### src/include/watchdog_pkg.sv
package watchdog_pkg;

	localparam int DATA_W = 8;
	localparam int ADDR_W = 4;

	// register indices on the plain register port
	localparam logic [3:0] OFS_CTRL_STATUS_FIRST  = 4'h0;
	localparam logic [3:0] OFS_CTRL_STATUS_SECOND = 4'h1;
	localparam logic [3:0] OFS_UP_COUNTER         = 4'h2;
	localparam logic [3:0] OFS_CLOCK_SELECT       = 4'h3;
	localparam logic [3:0] OFS_IRQ_STATUS         = 4'h4;
	localparam logic [3:0] OFS_IRQ_MASK           = 4'h5;

	// first control/status register fields
	localparam int FIRST_RUN_BIT       = 0;
	localparam int FIRST_RUN_INHIBIT   = 1;
	localparam int FIRST_WRITE_ENABLE  = 2;
	localparam int FIRST_OVERFLOW_FLAG = 3;

	// second control/status register fields
	localparam int SECOND_MODE_SELECT  = 0;
	localparam int SECOND_MODE_INHIBIT = 1;
	localparam int SECOND_INT_ENABLE   = 2;

	// interrupt status and mask fields
	localparam int IRQ_INTERVAL = 0;
	localparam int IRQ_WD_RESET = 1;
	localparam int IRQ_W        = 2;

	// reset values, counter maximum and mode codes
	localparam logic [7:0] COUNTER_RESET   = 8'h00;
	localparam logic [7:0] COUNTER_MAX     = 8'hFF;
	localparam logic [2:0] CLKSEL_RESET    = 3'h7;
	localparam logic       MODE_WATCHDOG   = 1'b0;
	localparam logic       MODE_INTERVAL   = 1'b1;
	localparam logic [1:0] IRQ_MASK_RESET  = 2'h0;

	// prescaler: select code k divides the system clock by 2**(k+6); code 7 gives 8,192
	localparam int CLKSEL_W       = 3;
	localparam int DIV_STEPS      = 8;
	localparam int DIV_MIN_LOG2   = 6;
	localparam int PRESCALE_W     = 13;

	// timing
	localparam longint SYS_CLK_HZ       = 100_000_000;
	localparam longint OSC_CLK_HZ       = 100_000_000;
	localparam longint RESET_OSC_CYCLES = 512;
	localparam int     RESET_CLK_CYCLES =
		int'((RESET_OSC_CYCLES * SYS_CLK_HZ + OSC_CLK_HZ - 1) / OSC_CLK_HZ);
	localparam int     RST_CNT_W        = 16;
	localparam logic [15:0] RESET_LOAD  = 16'(RESET_CLK_CYCLES - 1);

endpackage

### src/include/prescale_if.sv
`timescale 1ns/1ns
interface prescale_if;
	logic [2:0] clk_sel;
	logic       tick;
	modport ctrl (output clk_sel, input tick);
	modport presc (input clk_sel, output tick);
endinterface

### src/logic/watchdog_prescaler.sv
`timescale 1ns/1ns
module watchdog_prescaler (
	input  wire logic clk,
	input  wire logic srst,
	prescale_if.presc ps
);

	typedef struct packed {
		logic [watchdog_pkg::PRESCALE_W-1:0] count;
		logic                                tick;
	} presc_state_type;

	presc_state_type state_reg;
	presc_state_type state_next;
	logic [watchdog_pkg::DIV_STEPS-1:0] tap;

	// one tap per divide step: all low bits of the free counter set
	genvar g;
	generate
		for (g = 0; g < watchdog_pkg::DIV_STEPS; g++) begin : g_tap
			assign tap[g] = &state_reg.count[g + watchdog_pkg::DIV_MIN_LOG2 - 1:0];
		end
	endgenerate

	always_comb begin
		state_next       = state_reg;
		state_next.count = state_reg.count + 13'h0001;
		state_next.tick  = tap[ps.clk_sel];
	end

	always_ff @(posedge clk) begin
		if (srst) begin
			state_reg <= '0;
		end else begin
			state_reg <= state_next;
		end
	end

	assign ps.tick = state_reg.tick;

endmodule // watchdog_prescaler

### src/logic/watchdog_interval_timer.sv
// The address-and-strobe port and the placing of the registers were left to the implementer.
`timescale 1ns/1ns
module watchdog_interval_timer (
	input  wire logic       clk,
	input  wire logic       srst,
	input  wire logic [3:0] reg_addr,
	input  wire logic [7:0] reg_wdata,
	input  wire logic       reg_wr,
	input  wire logic       reg_rd,
	output logic      [7:0] reg_rdata,
	output logic            irq,
	output logic            wdt_reset_out
);

	typedef struct packed {
		logic [7:0]  count;
		logic        run;
		logic        write_en;
		logic        ovf_flag;
		logic        mode;
		logic        mode_armed;
		logic        int_en;
		logic [2:0]  clk_sel;
		logic [1:0]  irq_status;
		logic [1:0]  irq_mask;
		logic        rst_active;
		logic [15:0] rst_cnt;
		logic [7:0]  rdata;
		logic        irq;
	} wdt_state_type;

	wdt_state_type s_reg;
	wdt_state_type s_next;
	logic          wr_first;
	logic          wr_second;
	logic          wr_count;
	logic          count_load;
	logic          tick;
	logic          ovf;
	logic          wd_ovf;
	logic          it_ovf;

	prescale_if ps ();

	watchdog_prescaler u_prescaler (
		.clk  (clk),
		.srst (srst),
		.ps   (ps)
	);

	assign ps.clk_sel = s_reg.clk_sel;
	assign tick       = ps.tick;
	assign wr_first   = reg_wr && (reg_addr == watchdog_pkg::OFS_CTRL_STATUS_FIRST);
	assign wr_second  = reg_wr && (reg_addr == watchdog_pkg::OFS_CTRL_STATUS_SECOND);
	assign wr_count   = reg_wr && (reg_addr == watchdog_pkg::OFS_UP_COUNTER);
	assign count_load = wr_count && s_reg.write_en;
	// a software load in the same cycle as the last tick wins, so no overflow
	assign ovf    = tick && s_reg.run && (s_reg.count == watchdog_pkg::COUNTER_MAX)
		&& !count_load;
	assign wd_ovf = ovf && (s_reg.mode == watchdog_pkg::MODE_WATCHDOG);
	assign it_ovf = ovf && (s_reg.mode == watchdog_pkg::MODE_INTERVAL) && s_reg.int_en;

	always_comb begin
		s_next       = s_reg;
		s_next.rdata = 8'h00;
		if (s_reg.run && tick) begin
			s_next.count = s_reg.count + 8'h01;
		end
		if (count_load) begin
			s_next.count = reg_wdata;
		end
		if (wr_first) begin
			s_next.write_en = reg_wdata[watchdog_pkg::FIRST_WRITE_ENABLE];
			// run bit moves only with the enable already set: a stray write cannot stop it
			if (s_reg.write_en && !reg_wdata[watchdog_pkg::FIRST_RUN_INHIBIT]) begin
				s_next.run = reg_wdata[watchdog_pkg::FIRST_RUN_BIT];
			end
			if (s_reg.write_en && !reg_wdata[watchdog_pkg::FIRST_OVERFLOW_FLAG]) begin
				s_next.ovf_flag = 1'b0;
			end
		end
		if (wr_second) begin
			if (s_reg.mode_armed) begin
				s_next.mode       = reg_wdata[watchdog_pkg::SECOND_MODE_SELECT];
				s_next.int_en     = reg_wdata[watchdog_pkg::SECOND_INT_ENABLE];
				s_next.mode_armed = 1'b0;
			end else if (!reg_wdata[watchdog_pkg::SECOND_MODE_INHIBIT]) begin
				s_next.mode_armed = 1'b1;
			end
		end
		if (reg_wr && (reg_addr == watchdog_pkg::OFS_CLOCK_SELECT)) begin
			s_next.clk_sel = reg_wdata[2:0];
		end
		if (reg_wr && (reg_addr == watchdog_pkg::OFS_IRQ_MASK)) begin
			s_next.irq_mask = reg_wdata[1:0];
		end
		if (reg_rd) begin
			unique case (reg_addr)
				watchdog_pkg::OFS_CTRL_STATUS_FIRST: begin
					s_next.rdata = {4'h0, s_reg.ovf_flag, s_reg.write_en, 1'b0, s_reg.run};
				end
				watchdog_pkg::OFS_CTRL_STATUS_SECOND: begin
					s_next.rdata = {5'h00, s_reg.int_en, !s_reg.mode_armed, s_reg.mode};
				end
				watchdog_pkg::OFS_UP_COUNTER: begin
					s_next.rdata = s_reg.count;
				end
				watchdog_pkg::OFS_CLOCK_SELECT: begin
					s_next.rdata = {5'h00, s_reg.clk_sel};
				end
				watchdog_pkg::OFS_IRQ_STATUS: begin
					s_next.rdata      = {6'h00, s_reg.irq_status};
					s_next.irq_status = 2'h0;
				end
				watchdog_pkg::OFS_IRQ_MASK: begin
					s_next.rdata = {6'h00, s_reg.irq_mask};
				end
				default: begin
					s_next.rdata = 8'h00;
				end
			endcase
		end
		if (s_reg.rst_active) begin
			if (s_reg.rst_cnt == 16'h0000) begin
				s_next.rst_active = 1'b0;
			end else begin
				s_next.rst_cnt = s_reg.rst_cnt - 16'h0001;
			end
		end
		// events last so that a set beats a clear in the same cycle
		if (wd_ovf) begin
			s_next.ovf_flag                           = 1'b1;
			s_next.rst_active                         = 1'b1;
			s_next.rst_cnt                            = watchdog_pkg::RESET_LOAD;
			s_next.irq_status[watchdog_pkg::IRQ_WD_RESET] = 1'b1;
		end
		if (it_ovf) begin
			s_next.irq_status[watchdog_pkg::IRQ_INTERVAL] = 1'b1;
		end
		s_next.irq = |(s_next.irq_status & s_next.irq_mask);
	end

	always_ff @(posedge clk) begin
		if (srst) begin
			s_reg            <= '0;
			s_reg.count      <= watchdog_pkg::COUNTER_RESET;
			s_reg.mode       <= watchdog_pkg::MODE_WATCHDOG;
			s_reg.clk_sel    <= watchdog_pkg::CLKSEL_RESET;
			s_reg.irq_mask   <= watchdog_pkg::IRQ_MASK_RESET;
		end else begin
			s_reg <= s_next;
		end
	end

	assign reg_rdata     = s_reg.rdata;
	assign irq           = s_reg.irq;
	assign wdt_reset_out = s_reg.rst_active;

	// helper: length of the current reset pulse
	logic [15:0] pulse_len;
	// a fresh overflow restarts the pulse, so restart the count with it
	always_ff @(posedge clk) begin
		if (srst || !wdt_reset_out || wd_ovf) begin
			pulse_len <= 16'h0000;
		end else begin
			pulse_len <= pulse_len + 16'h0001;
		end
	end
endmodule // watchdog_interval_timer

### config.mk
export PLATFORM = sky130hd
export DESIGN_NAME = watchdog_interval_timer
export DESIGN_NICKNAME = d
export VERILOG_FILES = /design/src/include/watchdog_pkg.sv /design/src/include/prescale_if.sv /design/src/logic/watchdog_prescaler.sv /design/src/logic/watchdog_interval_timer.sv
export SDC_FILE = /design/constraint.sdc
export NUM_CORES = 1
export LEC_CHECK = 0
export ABC_CLOCK_PERIOD_IN_PS = 4600
export BUFFER_PORTS_ARGS = -buffer_cell sky130_fd_sc_hd__buf_2
export CORE_UTILIZATION = 37
export CTS_BUF_LIST = sky130_fd_sc_hd__clkbuf_4
export CTS_CLUSTER_SIZE = 25
export DETAILED_ROUTE_END_ITERATION = 10
export HOLD_SLACK_MARGIN = 0.05
export SETUP_SLACK_MARGIN = 0.4
export SKIP_LAST_GASP = 1
export SLEW_MARGIN = 20
export SYNTH_ARGS = -nofsm -noshare
export SYNTH_HDL_FRONTEND = slang
export SYNTH_HIERARCHICAL = 1
export SYNTH_SLANG_ARGS = --single-unit
### constraint.sdc
create_clock -name clk -period 4.6 [get_ports clk]
set_input_delay 0 -clock clk [delete_from_list [all_inputs] [get_ports clk]]
set_output_delay 0 -clock clk [all_outputs]
set_load 0.005 [all_outputs]
==> results.yml, run 1 <==
critical_path:
  reg2regPathDepth: 4
  reg2reg_slack_ns: 2.54
  critPathTopFamily: "simple AND/OR/NAND/NOR gates"
  crit-reg2reg-capture: "s_reg[20]$_SDFFE_PP0P_"
  crit_path_max_fanout: 12
  startpoint_type: "flip-flop"
  critPathCaptureType: "flip-flop"
  rr_startpoint: "s_reg[11]$_SDFFE_PP0P_"
  crit_required_ns: 4.93
  crit_slowest_cell: "or4b_2"
  crit_buf_inv: 0
  critical_path_class: "flip-flop to flip-flop"
  max_stage_delay_ns: 0.67
  crit_chain: "nor4_1 > nand2_1 > or4b_2 > a21oi_1"
  arrival_ns: 2.39
floorplanning:
  die_w_um: 91.1
  die_y_um: 91.1
  ios: 26
  die_area_um2: 8290
  start_util: 0.382
  core_area_um2: 7690
  fp-row-count: 32
drt:
  drt-total-wl_um: 6030
  drt_iter0_drc: 80
  route.met3.wl_um: 219
  ant_nets: 0
  via_per_inst: 5.31
  vias: 2474
  wl_met2_um: 2810
  dr.pass1.iters: 4
  wire_per_inst_um: 12.9
  top_layer: "met4"
  drc: 0
  wl_met1_um: 2930
clocking:
  cts_sinks: 61
  cts-root-buf: "clkbuf_4"
  cts_buffers: 9
  insertion_delay_ns: 0.40
  ctsLongestPathBuffers: 2
  cts_setup_buffers: 0
  cts_tree: "yes"
  clk_transition_reported_paths_ns: 0.11
  htreeDepth: 3
sta:
  slew-limit-headroom: 0.426
  rsz0062_at_grt: "no"
  fin_crit_sh: 0.447
  tightest_slew_ns: 0.861
  worst_slack_ns: 2.54
  worst_clock_skew_ns: 0.00966
  tns_ns: 0
  period_needed_ns: 2.06
  setup_viol: 0
  timing.fmax_mhz: 486
  finalMaxSlewViolations: 0
  report.final.hold_viol_count: 0
placed_design:
  hpwl_um: 4120
  place.gp.congestion: 0.781
  dp.cells: 436
  dp_slack_ns: 2.54
  port_buffers: 25
synth:
  ys_warn_count: 6
  synth_edf_count: 0
  yosysUniqueCellTypes: 53
  synthArstFlopShare: 0
  netlist.area_leader.share: 0.416
  netlist_top_cells_area: "dfxtp_1 42%, nor2_1 4.9%, xor2_1 3.9%, mux2i_1 3.8%, nand2_1 2.8%"
  seq_area_frac_synth: 0.416
  netlist_instances: 330
  synth-seq-cells: 61
  synth_nets: 350
  synth.largest_area_cell: "dfxtp_1"
  synth_area_per_cell_um2: 8.89
  ys.flop_type: "dfxtp_1"
  syn_area_um2: 2930
run_status:
  status: "complete, no violations"
global_routing:
  antenna_found_initial: 0
  grt_pass1_vias: 2269
  grtUsageTotal: 0.156
  gr-total-overflow: 0
  grt_pass1_wl_um: 10300
  grt_max_degree: 47
power:
  power_frac_seq: 0.571
  switching_share: 0.231
  power_frac_clock: 0.379
  p_switching_uw: 217
  p_leak_uw: 0.00125
  internal_power_uw: 719
  peakVddDrop_mv: 0.142
  pwr-share-comb: 0.050
  p_per_area_nw_per_um2: 280
job:
  drv_cap: 0
hold_path:
  min_to: "s_reg[37]$_SDFFE_PP0P_"
  whs_path_depth: 4
  worstHoldPathType: "input pin to flip-flop"
  holdCritStartpoint: "reg_wr"
layout:
  fin_util: 0.435
  syn_to_final_growth_pct: 13.9
  stdcell_count: 466
  drive_above_1_share: 0.148
  largest_register_ffs: 34
  final_nets: 379
  seqCellArea_um2: 1220
  multi_input_area_um2: 1580
  n_fill_cell: 788
  insertedDiodeCount: 0
[routing by layer]
layer | GRT usage | vias up
li1 | - | 1275
met1 | 0.193 | 1155
met2 | 0.254 | 38
met3 | 0.0553 | 6
met4 | 0.0463 | 0
met5 | 0 | -
[Yosys cell counts (5+ instances only)]
cell type / number
o21ai_0: 11
clkbuf_1: 10
o31ai_1: 6
a21oi_1: 14
a211oi_1: 8
dfxtp_1: 61
nand3_1: 14
mux2i_1: 11
and2_1: 5
buf_4: 9
nor2_1: 38
inv_1: 6
nand2_1: 22
xor2_1: 13
a31oi_1: 9
or3_1: 11
or4_1: 11
[worst max path at each step]
| stage | from | end | slack (ns) | depth (start not counted) |
|---|---|---|---|---|
| final | s_reg[11]$_SDFFE_PP0P_ | s_reg[20]$_SDFFE_PP0P_ | 2.54 | 4 |
| after detailed placement | s_reg[11]$_SDFFE_PP0P_ | s_reg[20]$_SDFFE_PP0P_ | 2.54 | 4 |
| after global routing | s_reg[11]$_SDFFE_PP0P_ | s_reg[20]$_SDFFE_PP0P_ | 2.37 | 4 |
| after global placement | s_reg[10]$_SDFFE_PP0P_ | s_reg[20]$_SDFFE_PP0P_ | 2.64 | 6 |
| after CTS | s_reg[11]$_SDFFE_PP0P_ | s_reg[20]$_SDFFE_PP0P_ | 2.53 | 4 |
| after floorplan | s_reg[9]$_SDFFE_PP0P_ | s_reg[20]$_SDFFE_PP0P_ | 2.74 | 7 |
[worst min-delay path, stage by stage]
cell and delay, ns:
buf_2 0.11, nor3b_1 0.21, nand3_1 0.11, a21oi_1 0.05
[what timing repair did]
item	4_1_cts	5_1_grt
endpoints found under the setup margin	0	0
resized for setup	0	0
hold endpoints to repair	26	0
hold buffers	14	0
[cells by family after synthesis]
kind of cell	after synthesis	share of synthesized area
buf+inv	27	0.0469
compound gates	63	0.140
mux	14	0.0529
xor+xnor	17	0.0507
flops	61	0.416
simple gates	144	0.276
fa+ha+maj	4	0.0171
[through the flow]
stage                     power (uW)  cell area [um^2]  hold slack [ns]
after global placement           584              3070            0.281
after floorplan                  569              2930           0.0691
after detailed placement         585              3070            0.291
after CTS                        952              3340           0.0993
after global routing             977              3340            0.153
final                            936              3340            0.123
[power groups by stage]
stage / registers (uW) / logic (uW) / clock network [uW]
floorplan: 545 / 24.0 / 0
global placement: 546 / 38.4 / 0
detailed placement: 546 / 38.5 / 0
CTS: 534 / 47.1 / 371
global route: 535 / 52.1 / 390
finish: 534 / 46.8 / 355
[cell type report]
class                      count  area share
timing repair buffer          39      0.0794
clock inverter                 6      0.0161
inverter                       6     0.00674
clock buffer                  10      0.0225
sequential                    61       0.366
tap                          102      0.0382
multi-input combinational    242       0.472
[layout by cell type (no fill, tap or decap), types with 10 or more instances in the layout]
cell            n
a21oi_1        14
buf_2          25
clkbuf_4       10
dfxtp_1        61
dlygate4sd3_1  14
mux2i_1        11
nand2_1        22
nand3_1        14
nor2_1         38
o21ai_0        11
or3_1          11
or4_1          11
xor2_1         13
(Power assumes the default switching activity.)
==> run 2: changes to the inputs <==
--- a/config.mk
+++ b/config.mk
@@ -5,7 +5,7 @@
 export SDC_FILE = /design/constraint.sdc
 export NUM_CORES = 1
 export LEC_CHECK = 0
-export ABC_CLOCK_PERIOD_IN_PS = 4600
+export ABC_CLOCK_PERIOD_IN_PS = 2100
 export BUFFER_PORTS_ARGS = -buffer_cell sky130_fd_sc_hd__buf_2
 export CORE_UTILIZATION = 37
 export CTS_BUF_LIST = sky130_fd_sc_hd__clkbuf_4
==> constraint.sdc (replaced) <==
create_clock -name clk -period 2.1 [get_ports clk]
set_input_delay 0 -clock clk [delete_from_list [all_inputs] [get_ports clk]]
set_output_delay 0 -clock clk [all_outputs]
set_load 0.005 [all_outputs]
==> results.yml, run 2 (synthesis results as in run 1) <==
run_status:
  status: "complete, no violations"
critical_path:
  critPathCaptureType: "flip-flop"
  arrival_ns: 2.20
  crit_required_ns: 2.43
  startpoint_type: "flip-flop"
  critical_path_class: "flip-flop to flip-flop"
  crit_path_max_fanout: 12
sta:
  period_needed_ns: 1.87
  tightest_slew_ns: 0.591
  rsz0062_at_grt: "yes"
  fin_crit_sh: 0.890
  finalMaxSlewViolations: 0
  report.final.hold_viol_count: 0
  worst_clock_skew_ns: 0.00802
  slew-limit-headroom: 0.601
  timing.fmax_mhz: 535
  tns_ns: 0
  setup_viol: 0
drt:
  drc: 0
  drt-total-wl_um: 6510
  vias: 2516
  via_per_inst: 5.22
  drt_iter0_drc: 68
  wire_per_inst_um: 13.5
  dr.pass1.iters: 6
  ant_nets: 0
placed_design:
  place_area_um2: 3110
  hpwl_um: 4230
  port_buffers: 25
  place.gp.congestion: 0.800
power:
  internal_power_uw: 1690
  p_switching_uw: 480
  peakVddDrop_mv: 0.419
  power_frac_clock: 0.415
  power_frac_seq: 0.536
  p_per_area_nw_per_um2: 606
  p_leak_uw: 0.00138
  pwr-share-comb: 0.049
  switching_share: 0.221
floorplanning:
  die_y_um: 91.1
  core_area_um2: 7690
  die_w_um: 91.1
  ios: 26
  fp-row-count: 32
  start_util: 0.382
  die_area_um2: 8290
layout:
  layout_commonest_cell: "dfxtp_1"
  final_cell_mix: "51 x dfxtp_1, 37 x nor2_1, 27 x buf_2"
  fin_util: 0.467
  final_nets: 395
  largest_register_ffs: 34
  stdcell_area_um2: 3590
  drive_above_1_share: 0.247
  syn_to_final_growth_pct: 22.3
  insertedDiodeCount: 0
global_routing:
  grt_pass1_wl_um: 10600
  grt_max_degree: 34
  grt_pass1_vias: 2333
  gr-total-overflow: 0
  grtUsageTotal: 0.159
  antenna_found_initial: 0
clocking:
  cts_tree: "yes"
  clk_transition_reported_paths_ns: 0.10
  htreeDepth: 3
  insertion_delay_ns: 0.40
  ctsLongestPathBuffers: 2
  cts_sinks: 61
  cts-root-buf: "clkbuf_4"
  cts_buffers: 9
hold_path:
  worstHoldPathType: "input pin to flip-flop"
job:
  drv_cap: 0
## run 2: timing repair
action	in CTS	in global routing
gates cloned	0	2
resized for setup	16	9
hold buffers	13	0
hold endpoints to repair	26	0
buffers inserted	7	6
setup endpoints to repair	18	17
pin swaps	12	13
## run 2: worst paths after layout
check                           slack (ns)                           startpoint                                  end  cells past startpoint
worst min-delay path                  0.08                          reg_addr[1]              reg_rdata[3]$_SDFF_PP0_                      3
worst min register to register        0.49  u_prescaler/state_reg[1]$_SDFF_PP0_  u_prescaler/state_reg[1]$_SDFF_PP0_                      1
worst max register to register        0.23                s_reg[9]$_SDFFE_PP0P_               s_reg[20]$_SDFFE_PP0P_                      6
worst max-delay path                  0.23                s_reg[9]$_SDFFE_PP0P_               s_reg[20]$_SDFFE_PP0P_                      6
## run 2: final cells by class
| type | count | area [um^2] |
|---|---|---|
| inverters | 6 | 22.5 |
| multi-input cells | 242 | 1660 |
| clock inverters | 6 | 77.6 |
| well taps | 102 | 128 |
| repair buffers | 55 | 389 |
| fillers | 780 | 4100 |
| clock buffers | 10 | 75.1 |
| flip-flops and latches | 61 | 1240 |
## run 2: per-stage QoR
step / cells / total power (uW) / hold WS, ns / setup slack, ns
global placement: 438 / 1280 / 0.275 / 0.193
global route: 482 / 2270 / 0.0702 / 0.168
CTS: 474 / 2210 / 0.0517 / 0.240
finish: 482 / 2170 / 0.0795 / 0.230
detailed placement: 438 / 1280 / 0.292 / 0.113
floorplan: 330 / 1250 / 0.0691 / 0.293
## run 2: power by group through the flow
stage / logic [uW] / clock network [uW] / registers (uW)
after detailed placement: 87.8 / 0 / 1200
after CTS: 106 / 933 / 1170
after global placement: 87.6 / 0 / 1190
final: 106 / 902 / 1170
after global routing: 117 / 987 / 1170
after floorplan: 52.5 / 0 / 1190
## run 2: worst max-delay path, cell delays in order (launching register included)
cell and delay [ns]:
dfxtp_2 0.36, inv_1 0.06, ha_1 0.19, or3b_4 0.28
nor2_2 0.10, or4b_2 0.66, a21oi_1 0.15
## run 2: per-layer routing
layer | share of wire | GRT usage | vias to the layer above
li1 | - | - | 1298
met1 | 0.48 | 0.187 | 1168
met2 | 0.48 | 0.277 | 44
met3 | 0.034 | 0.0553 | 6
met4 | 0.0077 | 0.0357 | 0
met5 | 0 | 0 | -
==> run 3: changes to the inputs <==
==> constraint.sdc (replaced) <==
create_clock -name clk -period 2.1 [get_ports clk]
set_input_delay 0.315 -clock clk [delete_from_list [all_inputs] [get_ports clk]]
set_output_delay 0.315 -clock clk [all_outputs]
set_load 0.005 [all_outputs]
==> results.yml, run 3 (synthesis results as in run 1) <==
run_status:
  status: "complete, no violations"
global_routing:
  grtUsageTotal: 0.171
  gr-total-overflow: 0
  grt_max_degree: 22
  antenna_found_initial: 0
  grt_pass1_wl_um: 11400
  grt_pass1_vias: 2476
critical_path:
  startpoint_type: "flip-flop"
  crit_required_ns: 2.44
  reg2regPathDepth: 4
  rr_startpoint: "s_reg[11]$_SDFFE_PP0P_"
  critical_path_class: "flip-flop to flip-flop"
  crit_path_max_fanout: 4
  crit-reg2reg-capture: "s_reg[17]$_SDFFE_PP0P_"
  critPathCaptureType: "flip-flop"
  reg2reg_slack_ns: 0.20
  arrival_ns: 2.24
floorplanning:
  die_w_um: 91.1
  die_y_um: 91.1
  start_util: 0.382
  die_area_um2: 8290
  ios: 26
  fp-row-count: 32
  core_area_um2: 7690
hold_path:
  holdCritStartpoint: "reg_wdata[2]"
  worstHoldPathType: "input pin to flip-flop"
  min_to: "ps.clk_sel[2]$_SDFFE_PP1P_"
  whs_path_depth: 3
sta:
  fin_crit_sh: 0.904
  tightest_slew_ns: 0.678
  finalMaxSlewViolations: 0
  worst_slack_ns: 0.203
  period_needed_ns: 1.90
  timing.fmax_mhz: 527
  report.final.hold_viol_count: 0
  setup_viol: 0
  tns_ns: 0
  slew-limit-headroom: 0.542
  rsz0062_at_grt: "yes"
  worst_clock_skew_ns: 0.00843
clocking:
  insertion_delay_ns: 0.41
  cts_buffers: 9
  cts_sinks: 61
  clk_transition_reported_paths_ns: 0.11
  cts_tree: "yes"
  ctsLongestPathBuffers: 2
  cts-root-buf: "clkbuf_4"
  htreeDepth: 3
  cts_hold_buf: 0
layout:
  final_nets: 392
  layout_commonest_cell: "dfxtp_1"
  drive_above_1_share: 0.302
  insertedDiodeCount: 0
  final_cell_mix: "53 x dfxtp_1, 37 x nor2_1, 25 x buf_2"
  stdcell_area_um2: 3590
  largest_register_ffs: 34
  syn_to_final_growth_pct: 22.3
  fin_util: 0.467
drt:
  drt-total-wl_um: 6790
  drc: 0
  wire_per_inst_um: 14.2
  ant_nets: 0
  dr.pass1.iters: 5
  drt_iter0_drc: 98
  vias: 2561
  via_per_inst: 5.35
job:
  drv_cap: 0
placed_design:
  place.gp.congestion: 0.811
  dp_slack_ns: 0.161
  place_area_um2: 3140
  port_buffers: 25
  hpwl_um: 4370
power:
  p_per_area_nw_per_um2: 544
  p_leak_uw: 0.00137
  peakVddDrop_mv: 0.400
[run 3: timing repair]
| item | in CTS | in global routing |
|---|---|---|
| resized for setup | 19 | 21 |
| pin swaps | 16 | 17 |
| endpoints found under the setup margin | 18 | 17 |
| setup buffers | 14 | 8 |
[run 3: power breakdown]
part	internal, uW	switching [uW]
combinational	35.7	53.9
sequential	1160	6.38
clock	262	432
[run 3: worst max-delay path: stages (launching register included)]
cell and delay (ns):
dfxtp_4 0.37, or3_4 0.40, or4_4 0.49, or4_4 0.44, a31oi_4 0.13
[run 3: worst max path at each step]
stage | from | end | slack [ns] | depth (start not counted)
floorplan | s_reg[11]$_SDFFE_PP0P_ | s_reg[17]$_SDFFE_PP0P_ | 0.29 | 4
global placement | s_reg[11]$_SDFFE_PP0P_ | s_reg[21]$_SDFFE_PP0P_ | 0.20 | 5
detailed placement | s_reg[11]$_SDFFE_PP0P_ | s_reg[22]$_SDFFE_PP0P_ | 0.16 | 5
CTS | s_reg[11]$_SDFFE_PP0P_ | s_reg[17]$_SDFFE_PP0P_ | 0.22 | 4
global route | s_reg[11]$_SDFFE_PP0P_ | s_reg[17]$_SDFFE_PP0P_ | 0.17 | 4
finish | s_reg[11]$_SDFFE_PP0P_ | s_reg[17]$_SDFFE_PP0P_ | 0.20 | 4
[run 3: final cells by class]
class	count	area, um^2
inverter	6	22.5
sequential	61	1240
clock inverter	5	27.5
fill	783	4100
timing repair buffer	52	350
tap	102	128
clock buffer	11	82.6
multi-input combinational	242	1740
[run 3: metal layers]
| layer | global-route usage | vias to the layer above | part of all wire |
|---|---|---|---|
| met5 | 0 | - | 0 |
| met4 | 0.0450 | 0 | 0.0071 |
| met3 | 0.0586 | 6 | 0.044 |
| met2 | 0.290 | 51 | 0.49 |
| met1 | 0.205 | 1213 | 0.46 |
| li1 | - | 1291 | - |
[run 3: per-stage QoR]
| step | hold slack [ns] | total power [uW] | cells |
|---|---|---|---|
| finish | 0.181 | 1950 | 479 |
| global route | 0.172 | 2040 | 479 |
| CTS | 0.164 | 1980 | 471 |
| detailed placement | 0.455 | 1280 | 441 |
| global placement | 0.444 | 1280 | 441 |
| floorplan | 0.384 | 1250 | 330 |
